--- config.mk ---
export PLATFORM = sky130hd
export DESIGN_NAME = dcc_cal_ctrl
export DESIGN_NICKNAME = d
export VERILOG_FILES = /design/src/dcc_pkg.sv /design/src/dcc_cal_ctrl.sv /design/src/dcc_cal_clk_div.sv
export SDC_FILE = /design/constraint.sdc
export NUM_CORES = 1
export LEC_CHECK = 0
export BUFFER_PORTS_ARGS = -buffer_cell sky130_fd_sc_hd__clkbuf_2
export CELL_PAD_IN_SITES_DETAIL_PLACEMENT = 0
export CELL_PAD_IN_SITES_GLOBAL_PLACEMENT = 1
export CORE_ASPECT_RATIO = 2
export CORE_MARGIN = 2
export CORE_UTILIZATION = 43
export CTS_BUF_LIST = sky130_fd_sc_hd__clkbuf_2 sky130_fd_sc_hd__clkbuf_4 sky130_fd_sc_hd__clkbuf_8
export DETAILED_ROUTE_END_ITERATION = 12
export PLACE_DENSITY_LB_ADDON = 0.25
export SYNTH_ARGS = -nofsm -noshare
export SYNTH_HDL_FRONTEND = slang
export SYNTH_HIERARCHICAL = 1
export SYNTH_SLANG_ARGS = --single-unit
--- constraint.sdc ---
create_clock -name sys_clk -period 3.6 [get_ports sys_clk]
set_clock_uncertainty 0.2 [all_clocks]
set_input_delay 0.54 -clock sys_clk [delete_from_list [all_inputs] [get_ports sys_clk]]
set_output_delay 0.54 -clock sys_clk [all_outputs]
set_load 0.01 [all_outputs]
--- src/dcc_pkg.sv ---
/*
 * constants shared by the calibration control block: register offsets,
 * field positions, reset values and the divider ratio function.
 * assumes one register port driven by the serial-port engine on sys_clk.
 */
package dcc_pkg;

    // ************************************************************
    // register map
    // ************************************************************
    localparam int unsigned ADDR_W = 7;
    localparam int unsigned DATA_W = 16;
    localparam logic [6:0] OFS_RSET1   = 7'h0c;
    localparam logic [6:0] OFS_CALCFG  = 7'h0d;
    localparam logic [6:0] OFS_COMPOFF = 7'h0e;
    localparam logic [6:0] OFS_XFER    = 7'h1d;

    // ************************************************************
    // field positions
    // ************************************************************
    localparam int unsigned RSET_EN_BIT  = 15;
    localparam int unsigned RSET_CAL_LSB = 8;
    localparam int unsigned RSET_LSB     = 0;
    localparam int unsigned CFG_FLAG_LSB = 9;
    localparam int unsigned CFG_CLR_BIT  = 8;
    localparam int unsigned CFG_MODE_BIT = 7;
    localparam int unsigned CFG_GAIN_BIT = 6;
    localparam int unsigned CFG_RNG_LSB  = 4;
    localparam int unsigned CFG_CLK_BIT  = 3;
    localparam int unsigned CFG_DIV_LSB  = 0;
    localparam int unsigned COMP_LSB     = 8;
    localparam int unsigned DONE_BIT     = 1;
    localparam int unsigned START_BIT    = 0;
    localparam int unsigned XFER_BIT     = 0;

    // ************************************************************
    // reset values and limits
    // ************************************************************
    localparam logic [4:0] RSET_RST     = 5'h0a;
    localparam logic [4:0] RSET_MIN     = 5'h05;
    localparam logic [4:0] RSET_MAX     = 5'h14;
    localparam int unsigned RSET_OHM_PER_CODE = 800;
    localparam logic [2:0] DIV_RST      = 3'h0;
    localparam int unsigned DIV_EXP_OFS = 2;
    localparam int unsigned SYS_CLK_HZ  = 40000000;
    localparam int unsigned CAL_CLK_MAX_HZ = 500000;

    // dac clock cycles per calibration clock: 2 ** (sel + 2)
    function automatic logic [9:0] dcc_div_ratio(input logic [2:0] sel);
        dcc_div_ratio = 10'h001 << (int'(sel) + DIV_EXP_OFS);
    endfunction

endpackage

--- src/dcc_cal_ctrl.sv ---
/*
 * calibration control registers: channel one resistor setting, calibration
 * configuration, comparator offset result with start, and settings transfer.
 * assumes a register port from the serial-port engine on sys_clk and an
 * analog calibration engine on the same clock that reports done with results.
 */
`timescale 1ns/1ps
// Contract
// - enable written; read shows enable during calibration
// - calibrated resistor code read only
// - resistor setting resets 0x0a, 800 ohm steps
// - six overflow underflow flags, bits 14..9
// - clear pulse discards all calibration results
// - read only flag: calibration in use
// - gain calibration enable bit
// - gate passes divided calibration clock
// - divider is two to field plus two
// - seven bit comparator offset result read only
// - done flag set when calibration completes
// - start bit begins a calibration cycle
// - update applies pending settings, then self clears
module dcc_cal_ctrl
    import dcc_pkg::*;
(
    // clock, reset, enable
    input  wire logic              sys_clk,
    input  wire logic              srst,
    input  wire logic              ce,
    // register port
    input  wire logic [ADDR_W-1:0] reg_addr,
    input  wire logic              reg_wr,
    input  wire logic [DATA_W-1:0] reg_wdata,
    input  wire logic              reg_rd,
    output logic      [DATA_W-1:0] reg_rdata,
    // calibration engine results
    input  wire logic              cal_done_in,
    input  wire logic [4:0]        cal_rset_code_in,
    input  wire logic [6:0]        cal_comp_offset_in,
    input  wire logic [5:0]        cal_flags_in,
    // active settings and engine control
    output logic                   internal_resistor_enable,
    output logic [4:0]             resistor_setting,
    output logic                   gain_cal_enable,
    output logic [1:0]             comp_cal_range,
    output logic                   cal_busy,
    output logic                   cal_start,
    output logic                   cal_clear,
    output logic                   cal_tick,
    output logic                   shadow_settings_transfer
);

    typedef enum logic {ST_IDLE, ST_RUN} dcc_cal_state_t;

    typedef struct packed
    {
        logic           pnd_rset_en;
        logic [4:0]     pnd_rset;
        logic           pnd_gain_en;
        logic [1:0]     pnd_rng;
        logic           pnd_clk_en;
        logic [2:0]     pnd_div;
        logic           act_rset_en;
        logic [4:0]     act_rset;
        logic           act_gain_en;
        logic [1:0]     act_rng;
        logic           act_clk_en;
        logic [2:0]     act_div;
        logic           clr_bit;
        logic           start_bit;
        logic           xfer;
        logic           start_p;
        logic           clear_p;
        dcc_cal_state_t cal_st;
        logic           done;
        logic [4:0]     rset_cal;
        logic [6:0]     comp_off;
        logic [5:0]     flags;
        logic [15:0]    rdata;
    } dcc_core_state_t;

    dcc_core_state_t st_ff;
    dcc_core_state_t nxt_st;
    logic            wr_rset;
    logic            wr_cfg;
    logic            wr_comp;
    logic            wr_xfer;
    logic            do_start;
    logic            do_clear;

    // ************************************************************
    // write decode
    // ************************************************************
    assign wr_rset  = reg_wr && (reg_addr == OFS_RSET1);
    assign wr_cfg   = reg_wr && (reg_addr == OFS_CALCFG);
    assign wr_comp  = reg_wr && (reg_addr == OFS_COMPOFF);
    assign wr_xfer  = reg_wr && (reg_addr == OFS_XFER);
    assign do_start = wr_comp && reg_wdata[START_BIT] && (st_ff.cal_st == ST_IDLE);
    assign do_clear = wr_cfg && reg_wdata[CFG_CLR_BIT] && !st_ff.clr_bit;

    // ************************************************************
    // next state
    // ************************************************************
    // pending settings land on writes; only the transfer strobe makes
    // them active, so a half-written setup never reaches the analog side
    always_comb
    begin
        nxt_st         = st_ff;
        nxt_st.xfer    = wr_xfer && reg_wdata[XFER_BIT];
        nxt_st.start_p = do_start;
        nxt_st.clear_p = do_clear;
        if (wr_rset)
        begin
            nxt_st.pnd_rset_en = reg_wdata[RSET_EN_BIT];
            nxt_st.pnd_rset    = reg_wdata[RSET_LSB +: 5];
        end
        if (wr_cfg)
        begin
            nxt_st.clr_bit     = reg_wdata[CFG_CLR_BIT];
            nxt_st.pnd_gain_en = reg_wdata[CFG_GAIN_BIT];
            nxt_st.pnd_rng     = reg_wdata[CFG_RNG_LSB +: 2];
            nxt_st.pnd_clk_en  = reg_wdata[CFG_CLK_BIT];
            nxt_st.pnd_div     = reg_wdata[CFG_DIV_LSB +: 3];
        end
        if (wr_comp)
        begin
            nxt_st.start_bit = reg_wdata[START_BIT];
        end
        // settings transfer: the self-clearing strobe copies all at once
        if (st_ff.xfer)
        begin
            nxt_st.act_rset_en = st_ff.pnd_rset_en;
            nxt_st.act_rset    = st_ff.pnd_rset;
            nxt_st.act_gain_en = st_ff.pnd_gain_en;
            nxt_st.act_rng     = st_ff.pnd_rng;
            nxt_st.act_clk_en  = st_ff.pnd_clk_en;
            nxt_st.act_div     = st_ff.pnd_div;
        end
        // clear first, so that a result arriving in the same cycle wins
        if (do_clear)
        begin
            nxt_st.rset_cal = '0;
            nxt_st.comp_off = '0;
            nxt_st.flags    = '0;
            nxt_st.done     = 1'b0;
        end
        case (st_ff.cal_st)
            ST_IDLE:
            begin
                if (do_start)
                begin
                    nxt_st.cal_st = ST_RUN;
                    nxt_st.done   = 1'b0;
                end
            end
            ST_RUN:
            begin
                if (cal_done_in)
                begin
                    nxt_st.cal_st   = ST_IDLE;
                    nxt_st.done     = 1'b1;
                    nxt_st.rset_cal = cal_rset_code_in;
                    nxt_st.comp_off = cal_comp_offset_in;
                    nxt_st.flags    = cal_flags_in;
                end
            end
            default:
            begin
                nxt_st.cal_st = ST_IDLE;
            end
        endcase
        // read data, registered; unmapped offsets and reserved bits read zero
        if (reg_rd)
        begin
            nxt_st.rdata = '0;
            case (reg_addr)
                OFS_RSET1:
                begin
                    nxt_st.rdata[RSET_EN_BIT] = st_ff.act_rset_en && (st_ff.cal_st == ST_RUN);
                    nxt_st.rdata[RSET_CAL_LSB +: 5] = st_ff.rset_cal;
                    nxt_st.rdata[RSET_LSB +: 5]     = st_ff.pnd_rset;
                end
                OFS_CALCFG:
                begin
                    nxt_st.rdata[CFG_FLAG_LSB +: 6] = st_ff.flags;
                    nxt_st.rdata[CFG_CLR_BIT]       = st_ff.clr_bit;
                    nxt_st.rdata[CFG_MODE_BIT]      = (st_ff.cal_st == ST_RUN);
                    nxt_st.rdata[CFG_GAIN_BIT]      = st_ff.pnd_gain_en;
                    nxt_st.rdata[CFG_RNG_LSB +: 2]  = st_ff.pnd_rng;
                    nxt_st.rdata[CFG_CLK_BIT]       = st_ff.pnd_clk_en;
                    nxt_st.rdata[CFG_DIV_LSB +: 3]  = st_ff.pnd_div;
                end
                OFS_COMPOFF:
                begin
                    nxt_st.rdata[COMP_LSB +: 7] = st_ff.comp_off;
                    nxt_st.rdata[DONE_BIT]      = st_ff.done;
                    nxt_st.rdata[START_BIT]     = st_ff.start_bit;
                end
                OFS_XFER:
                begin
                    nxt_st.rdata[XFER_BIT] = st_ff.xfer;
                end
                default:
                begin
                    nxt_st.rdata = '0;
                end
            endcase
        end
    end

    // ************************************************************
    // state register
    // ************************************************************
    // ce low freezes everything, including the divider
    always_ff @(posedge sys_clk)
    begin
        if (srst)
        begin
            st_ff          <= '0;
            st_ff.pnd_rset <= RSET_RST;
            st_ff.act_rset <= RSET_RST;
            st_ff.pnd_div  <= DIV_RST;
            st_ff.act_div  <= DIV_RST;
        end
        else if (ce)
        begin
            st_ff <= nxt_st;
        end
    end

    // divided calibration clock; software keeps it under the limit
    dcc_cal_clk_div u_div
    (
        .sys_clk  (sys_clk),
        .srst     (srst),
        .ce       (ce),
        .gate_en  (st_ff.act_clk_en),
        .div_sel  (st_ff.act_div),
        .cal_tick (cal_tick)
    );

    // outputs straight from the state register
    assign reg_rdata                = st_ff.rdata;
    assign internal_resistor_enable = st_ff.act_rset_en;
    assign resistor_setting         = st_ff.act_rset;
    assign gain_cal_enable          = st_ff.act_gain_en;
    assign comp_cal_range           = st_ff.act_rng;
    assign cal_busy                 = (st_ff.cal_st == ST_RUN);
    assign cal_start                = st_ff.start_p;
    assign cal_clear                = st_ff.clear_p;
    assign shadow_settings_transfer = st_ff.xfer;
endmodule // dcc_cal_ctrl

--- src/dcc_cal_clk_div.sv ---
/*
 * calibration clock divider: one-cycle tick every 2**(sel+2) sys_clk cycles.
 * assumes sel only changes while the gate is low or at an update strobe.
 */
`timescale 1ns/1ps
module dcc_cal_clk_div
    import dcc_pkg::*;
(
    // clock, reset, enable
    input  wire logic       sys_clk,
    input  wire logic       srst,
    input  wire logic       ce,
    // control
    input  wire logic       gate_en,
    input  wire logic [2:0] div_sel,
    // calibration clock tick
    output logic            cal_tick
);

    typedef struct packed
    {
        logic [9:0] cnt;
        logic       tick;
    } dcc_div_state_t;

    dcc_div_state_t st_ff;
    dcc_div_state_t nxt_st;

    // count while gated on; a closed gate also restarts the phase
    always_comb
    begin
        nxt_st      = st_ff;
        nxt_st.tick = 1'b0;
        if (!gate_en)
        begin
            nxt_st.cnt = '0;
        end
        else if (st_ff.cnt >= dcc_div_ratio(div_sel) - 10'h001)
        begin
            nxt_st.cnt  = '0;
            nxt_st.tick = 1'b1;
        end
        else
        begin
            nxt_st.cnt = st_ff.cnt + 10'h001;
        end
    end

    // state register
    always_ff @(posedge sys_clk)
    begin
        if (srst)
            st_ff <= '0;
        else if (ce)
            st_ff <= nxt_st;
    end

    assign cal_tick = st_ff.tick;
endmodule // dcc_cal_clk_div

==> impl_metrics.csv, run 1 <==
group,metric,value,unit
clocking,cts_max_level,3,
drt,first_pass_iters,4,
drt,route.antenna.remaining_nets,0,
flow_run,maxCapViolations,0,
global_routing,grt.busiest_layer,"met2",
sta,period_minus_slack,3.14,ns
global_routing,grt_use_met1,19.8,%
drt,wire_per_inst,15.9,µm
worst_setup_path,cp.required,3.65,ns
clocking,cts.sinks,78,
sta,setup_viol,0,
logic_synthesis,ys_ff_latch,78,
power,irDropWorstVdd,0.265,mV
worst_setup_path,slowest_stage,"dfxtp_1",
worst_setup_path,worstRegToRegCells,10,
logic_synthesis,synth-warning-count,6,
logic_synthesis,synth_cell_type_count,53,
clocking,insertion_delay,0.35,ns
sta,rsz0062_at_grt,"false",
sta,slew_headroom,43.2,%
clocking,clkSlewWorstSetupHoldPaths,0.08,ns
logic_synthesis,synth-edff-count,0,
place,port_buffers,69,
sta,worst_pin_slew,0.846,ns
worst_setup_path,cp.depth,10,
drt,drc,0,
logic_synthesis,synth_seq_area_share,41.4,%
sta,hold_viol_final,0,
worst_setup_path,r2r_end,"u_div/st_ff[3]",
worst_setup_path,critPathCaptureType,"flop",
drt,vias,3046,
worst_setup_path,critPathLaunchType,"flop",
logic_synthesis,synth_top_flop_cell,"dfxtp_1",
logic_synthesis,synth_nets,478,
clocking,cts_buffer_depth,2,
power,p_leak,1.68,nW
global_routing,antenna_found_initial,0,
worst_setup_path,crit_family,"compound AO/OA/AOI/OAI gates",
layout,num-nets-final,516,
place,place_area,3970,µm²
worst_setup_path,max_stage_delay,0.47,ns
run_status,status,"finished, final reports clean",
worst_setup_path,crit_type,"reg2reg",
clocking,cts-root-buf,"clkbuf_8",
global_routing,grt_overflow_total,0,
layout,antenna_cells,0,
logic_synthesis,synth.avg_cell_area,9.08,µm²
die,core,8590,µm²
power,power_density,368,nW/µm²
clocking,hold_buffers,0,
sta,maxSlewViolCount,0,
logic_synthesis,synthCells,415,
die,die_area,9580,µm²
logic_synthesis,async_reset_ff_share,0,%
worst_setup_path,worst_setup_path_startpoint,"st_ff[42]",
global_routing,grt.total_usage,19.6,%
drt,drtIter0Drc,74,
worst_setup_path,cp.arrival,3.19,ns
clocking,cts_resized,0,
sta,finalSetupTns,0,ns
global_routing,grtUsageMet2,37.9,%
layout,final_area,4150,µm²
sta,fmax,318,MHz
logic_synthesis,synthesis.area,3770,µm²
worst_setup_path,ff2ff_setup_slack,0.46,ns
die,die_width,70.2,µm
die,die_h,136,µm
layout,area.growth.synth_to_final,10.1,%
die,ios,77,
worst_setup_path,path_max_fanout,9,
drt,drt_wl_total,8.89,mm
sta,period_share,87.2,%
die,num_rows,48,
min_path,worstHoldPathType,"in2reg",
die,start_util,43.9,%
place,dpl.hpwl,6.75,mm
clocking,cts_inserted_buffers,9,
worst_setup_path,crit_end,"u_div/st_ff[3]",
layout,drive_gt1_share,22.1,%
global_routing,grt_max_degree,34,
global_routing,grt_pass1_vias,2896,
worst_setup_path,cp_cell_sequence,"inv_1, ha_1, nor4_1, xnor2_1, ha_1, nand2_1, a211o_2, o21ai_4, nor4_1, a211o_1",
worst_setup_path,worstReg2RegStart,"st_ff[42]",
clocking,cts_tree,"done",
drt,post_drt_via_cell_ratio,5.46,
global_routing,grt_pass1_wl,14.4,mm
place,routabilityCongestion,0.804,
worst_setup_path,cp.buffers_inverters,1,
global_routing,grtUsageMet3,3.93,%
clocking,cts_setup_buffers,0,
==> cells in the final DEF (no fill, tap or decap), types with 9 or more instances in the layout <==
master,count
a21oi_1,35
a22o_1,24
clkbuf_2,69
clkbuf_8,10
dfxtp_1,78
ha_1,16
mux2i_1,24
nand2_1,54
nand3_1,13
nor2_1,31
o21ai_0,9
==> cell usage after synthesis (all sizes together), types with 3 or more instances <==
master | n | area (µm²)
nor3 | 9 | 50.1
and2 | 3 | 18.8
nand2b | 5 | 33.8
nor2 | 32 | 123
a21o | 4 | 31.3
clkbuf | 10 | 47.5
xnor2 | 4 | 35.0
o21ai | 11 | 66.3
nand2 | 54 | 203
nand3b | 4 | 30.0
ha | 16 | 200
nand4 | 4 | 25.0
dfxtp | 78 | 1560
mux2i | 24 | 240
nand3 | 13 | 65.1
a21oi | 36 | 184
inv | 6 | 22.5
a211o | 3 | 27.5
nor4 | 10 | 108
or4 | 6 | 45.0
a22o | 24 | 210
buf | 35 | 241
==> kinds of logic (layout without fill, tap and decap cells) <==
group,Yosys count,count (layout),share of synthesized area (%)
adder cells (fa/ha/maj),16,16,5.31
XOR/XNOR,5,5,1.16
AO/OA/AOI/OAI,91,91,17.0
AND/OR/NAND/NOR,150,150,20.5
flip-flops,78,78,41.4
buffers and inverters,51,94,8.26
multiplexers,24,24,6.37
==> layout make-up <==
type,count,area (µm²)
fillers,885,4440
multi-input cells,286,1900
flip-flops and latches,78,1560
repair buffers,72,368
clock buffers,12,153
well taps,100,125
clock inverters,4,22.5
inverters,6,22.5
==> flip-flops by register name, summed over array words and instances, names as in the netlist <==
name	cells
comp_cal_range	2
cal_busy	1
st_ff	38
u_div/st_ff	10
cal_clear	1
cal_start	1
reg_rdata	16
gain_cal_enable	1
shadow_settings_transfer	1
resistor_setting	5
u_div/cal_tick	1
internal_resistor_enable	1
==> metal layers <==
metal	vias up	wire, µm
met5	-	0
met4	0	155
met3	10	287
met2	52	5130
met1	1442	3310
li1	1542	-
==> power breakdown <==
part	total (mW)	switching, mW	internal, mW
logic	0.0806	0.0534	0.0272
clock network	0.585	0.304	0.281
registers	0.863	0.000267	0.862
total	1.53	0.358	1.17
==> worst min path at each step <==
stage	slack, ns	endpoint	depth (start not counted)	start
global placement	0.24	internal_resistor_enable	2	st_ff[66]
detailed placement	0.25	internal_resistor_enable	2	st_ff[66]
CTS	0.17	st_ff[19]	2	cal_flags_in[3]
global route	0.18	st_ff[19]	2	cal_flags_in[3]
floorplan	0.23	internal_resistor_enable	2	st_ff[66]
finish	0.19	st_ff[19]	2	cal_flags_in[3]
==> metrics by stage <==
step / total power, mW / setup WS [ns] / util, % / hold WS, ns / std cells
2_1_floorplan: 0.931 / 0.769 / - / 0.231 / 415
3_3_place_gp: 0.964 / 0.515 / 46.3 / 0.240 / 542
3_5_place_dp: 0.965 / 0.458 / 46.3 / 0.246 / 542
4_1_cts: 1.55 / 0.458 / 48.3 / 0.170 / 558
5_1_grt: 1.59 / 0.147 / 48.3 / 0.177 / 558
6_report: 1.53 / 0.459 / 48.3 / 0.191 / 558
(Power assumes the default switching activity.)
==> run 2: changes to the inputs <==
Settings changed: ABC_AREA from default to 1, CAP_MARGIN from default to 30, CORE_UTILIZATION 43 to 41.
==> impl_metrics.csv, run 2 <==
group,metric,value,unit
layout,largest_register_ffs,38,
sta,hold_viol_final,0,
layout,final_area,4430,µm²
place,place_area,4230,µm²
logic_synthesis,synthDominantCellAreaShare,38.9,%
logic_synthesis,synth-edff-count,0,
drt,vias,3684,
global_routing,grt.busiest_layer,"met2",
worst_setup_path,cp.required,3.66,ns
worst_setup_path,critPathLaunchType,"flop",
sta,slew_headroom,43.2,%
drt,drt_wl_total,10.8,mm
logic_synthesis,synth_cell_type_count,32,
clocking,hold_buffers,0,
power,power_density,381,nW/µm²
die,die_area,10600,µm²
drt,post_drt_via_cell_ratio,5.17,
global_routing,grt_use_met1,23.2,%
global_routing,grtUsageMet2,40.3,%
clocking,cts_setup_buffers,0,
place,routabilityCongestion,0.888,
layout,ff_latch_area,1560,µm²
drt,drc,0,
clocking,cts-root-buf,"clkbuf_8",
worst_setup_path,crit_type,"reg2reg",
global_routing,grt_pass1_vias,3533,
sta,setup_viol,0,
clocking,cts_tree,"done",
sta,rsz0062_at_grt,"false",
die,core,9640,µm²
sta,period_minus_slack,2.74,ns
power,irDropWorstVdd,0.217,mV
clocking,cts_buffer_depth,2,
worst_setup_path,path_max_fanout,7,
logic_synthesis,synthesis.area,4010,µm²
layout,drive_gt1_share,19.8,%
global_routing,grt_pass1_wl,17.5,mm
layout,fillers,998,
drt,drtIter0Drc,158,
logic_synthesis,synth.avg_cell_area,7.40,µm²
logic_synthesis,synth-warning-count,6,
sta,fmax,365,MHz
logic_synthesis,synth_seq_area_share,38.9,%
run_status,status,"finished, final reports clean",
layout,num-nets-final,639,
layout,multi_input_area,1950,µm²
drt,route.antenna.remaining_nets,0,
logic_synthesis,synth_nets,605,
global_routing,antenna_found_initial,0,
layout,utilization,46.0,%
logic_synthesis,ys_ff_latch,78,
logic_synthesis,yosysTopAreaCell,"dfxtp_1",
clocking,cts.sinks,78,
place,dpl.hpwl,7.97,mm
logic_synthesis,async_reset_ff_share,0,%
global_routing,grt_overflow_total,0,
min_path,worstHoldPathType,"in2reg",
clocking,insertion_delay,0.37,ns
clocking,cts_max_level,3,
die,die_width,73.9,µm
logic_synthesis,synth_commonest_cells,"91 x nand2_1, 78 x dfxtp_1, 74 x nand3_1, 52 x o21ai_0, 38 x nor2_1",
logic_synthesis,synth_most_common_cell,"nand2_1",
logic_synthesis,synthTopCellsByArea,"dfxtp_1 39%, nand3_1 9.2%, nand2_1 8.5%",
logic_synthesis,synthCells,542,
sta,finalSetupTns,0,ns
drt,wire_per_inst,15.2,µm
die,num_rows,51,
layout,final_cells,713,
sta,maxSlewViolCount,0,
layout,antenna_cells,0,
sta,period_share,76.1,%
drt,first_pass_iters,5,
clocking,cts_inserted_buffers,9,
die,start_util,41.6,%
layout,area.growth.synth_to_final,10.4,%
clocking,cts_resized,0,
power,p_leak,1.87,nW
worst_setup_path,cp.arrival,2.80,ns
place,port_buffers,69,
flow_run,maxCapViolations,0,
layout,final_cell_mix,"91 x nand2_1, 78 x dfxtp_1, 74 x nand3_1",
layout,final_common_cell,"nand2_1",
logic_synthesis,synth_top_flop_cell,"dfxtp_1",
sta,worst_pin_slew,0.849,ns
worst_setup_path,critPathCaptureType,"flop",
die,die_h,144,µm
clocking,clkSlewWorstSetupHoldPaths,0.09,ns
layout,regMostFlops,"st_ff",
global_routing,grt_max_degree,53,
place,dp_cells,697,
die,ios,77,
global_routing,grt.total_usage,21.8,%
global_routing,grtUsageMet3,2.66,%
[run 2: cell types whose count changed in the layout (fill, tap and decap cells not counted), sizes merged, moves of 4 or more]
| cell | delta |
|---|---|
| a21o | -4 |
| nand2b | -5 |
| nor4 | -10 |
| nor3 | -8 |
| nor2 | +14 |
| inv | +39 |
| a31oi | +17 |
| nand2 | +41 |
| or4 | -6 |
| o21ai | +45 |
| xor2 | +4 |
| mux2i | -24 |
| a22o | -24 |
| nand3 | +61 |
[run 2: layout make-up]
cell class	instances	share of cell area (%)
clock inverters	7	1.67
multi-input cells	368	44.1
repair buffers	74	8.64
well taps	132	3.73
inverters	45	3.81
clock buffers	9	2.80
flip-flops and latches	78	35.2
[run 2: final timing paths]
check                              startpoint        endpoint  slack [ns]  cells past startpoint
worst max-delay path                st_ff[42]  u_div/st_ff[5]        0.86                     14
worst min-delay path            reg_wdata[15]       st_ff[66]        0.21                      3
worst max register to register      st_ff[42]  u_div/st_ff[5]        0.86                     14
worst min register to register      st_ff[60]    reg_rdata[6]        0.26                      2
[run 2: cells by family (layout without fill, tap and decap cells)]
family | count (synthesis) | in the layout | synth area share [%]
xor gates and xnor gates | 10 | 10 | 2.18
adders and majority gates | 16 | 16 | 4.99
buffers and inverters | 96 | 135 | 12.4
DFF | 78 | 78 | 38.9
and+or+nand+nor | 225 | 225 | 25.7
AOI/OAI and AO/OA | 117 | 117 | 15.8
[run 2: stage by stage]
step | hold slack, ns | total power, mW | setup slack, ns
3_3_place_gp | 0.249 | 1.03 | 0.912
6_report | 0.205 | 1.69 | 0.862
3_5_place_dp | 0.256 | 1.03 | 0.852
5_1_grt | 0.211 | 1.75 | 0.577
4_1_cts | 0.193 | 1.71 | 0.837
2_1_floorplan | 0.238 | 0.988 | 1.14
[run 2: critical path, stage by stage (launching register included)]
cell      delay [ns]
dfxtp_1         0.47
inv_2           0.11
ha_1            0.36
nor2_1          0.08
a211oi_1        0.25
xnor2_1         0.15
inv_1           0.06
ha_1            0.26
nand2_1         0.05
nor2_2          0.15
nand3_1         0.11
nand4_1         0.11
nand2_1         0.07
nand2_2         0.16
nor2_1          0.05
[run 2: report_power, final]
group / leakage, nW / switching, mW / internal, mW
combinational: 1.14 / 0.0738 / 0.0423
clock: 0.0996 / 0.354 / 0.322
sequential: 0.634 / 0.0139 / 0.881
total: 1.87 / 0.442 / 1.25
[run 2: metal layers]
layer / wire length [µm] / vias up
met2: 5970 / 86
met4: 382 / 0
met1: 4130 / 1720
met5: 0 / -
li1: - / 1856
met3: 365 / 22
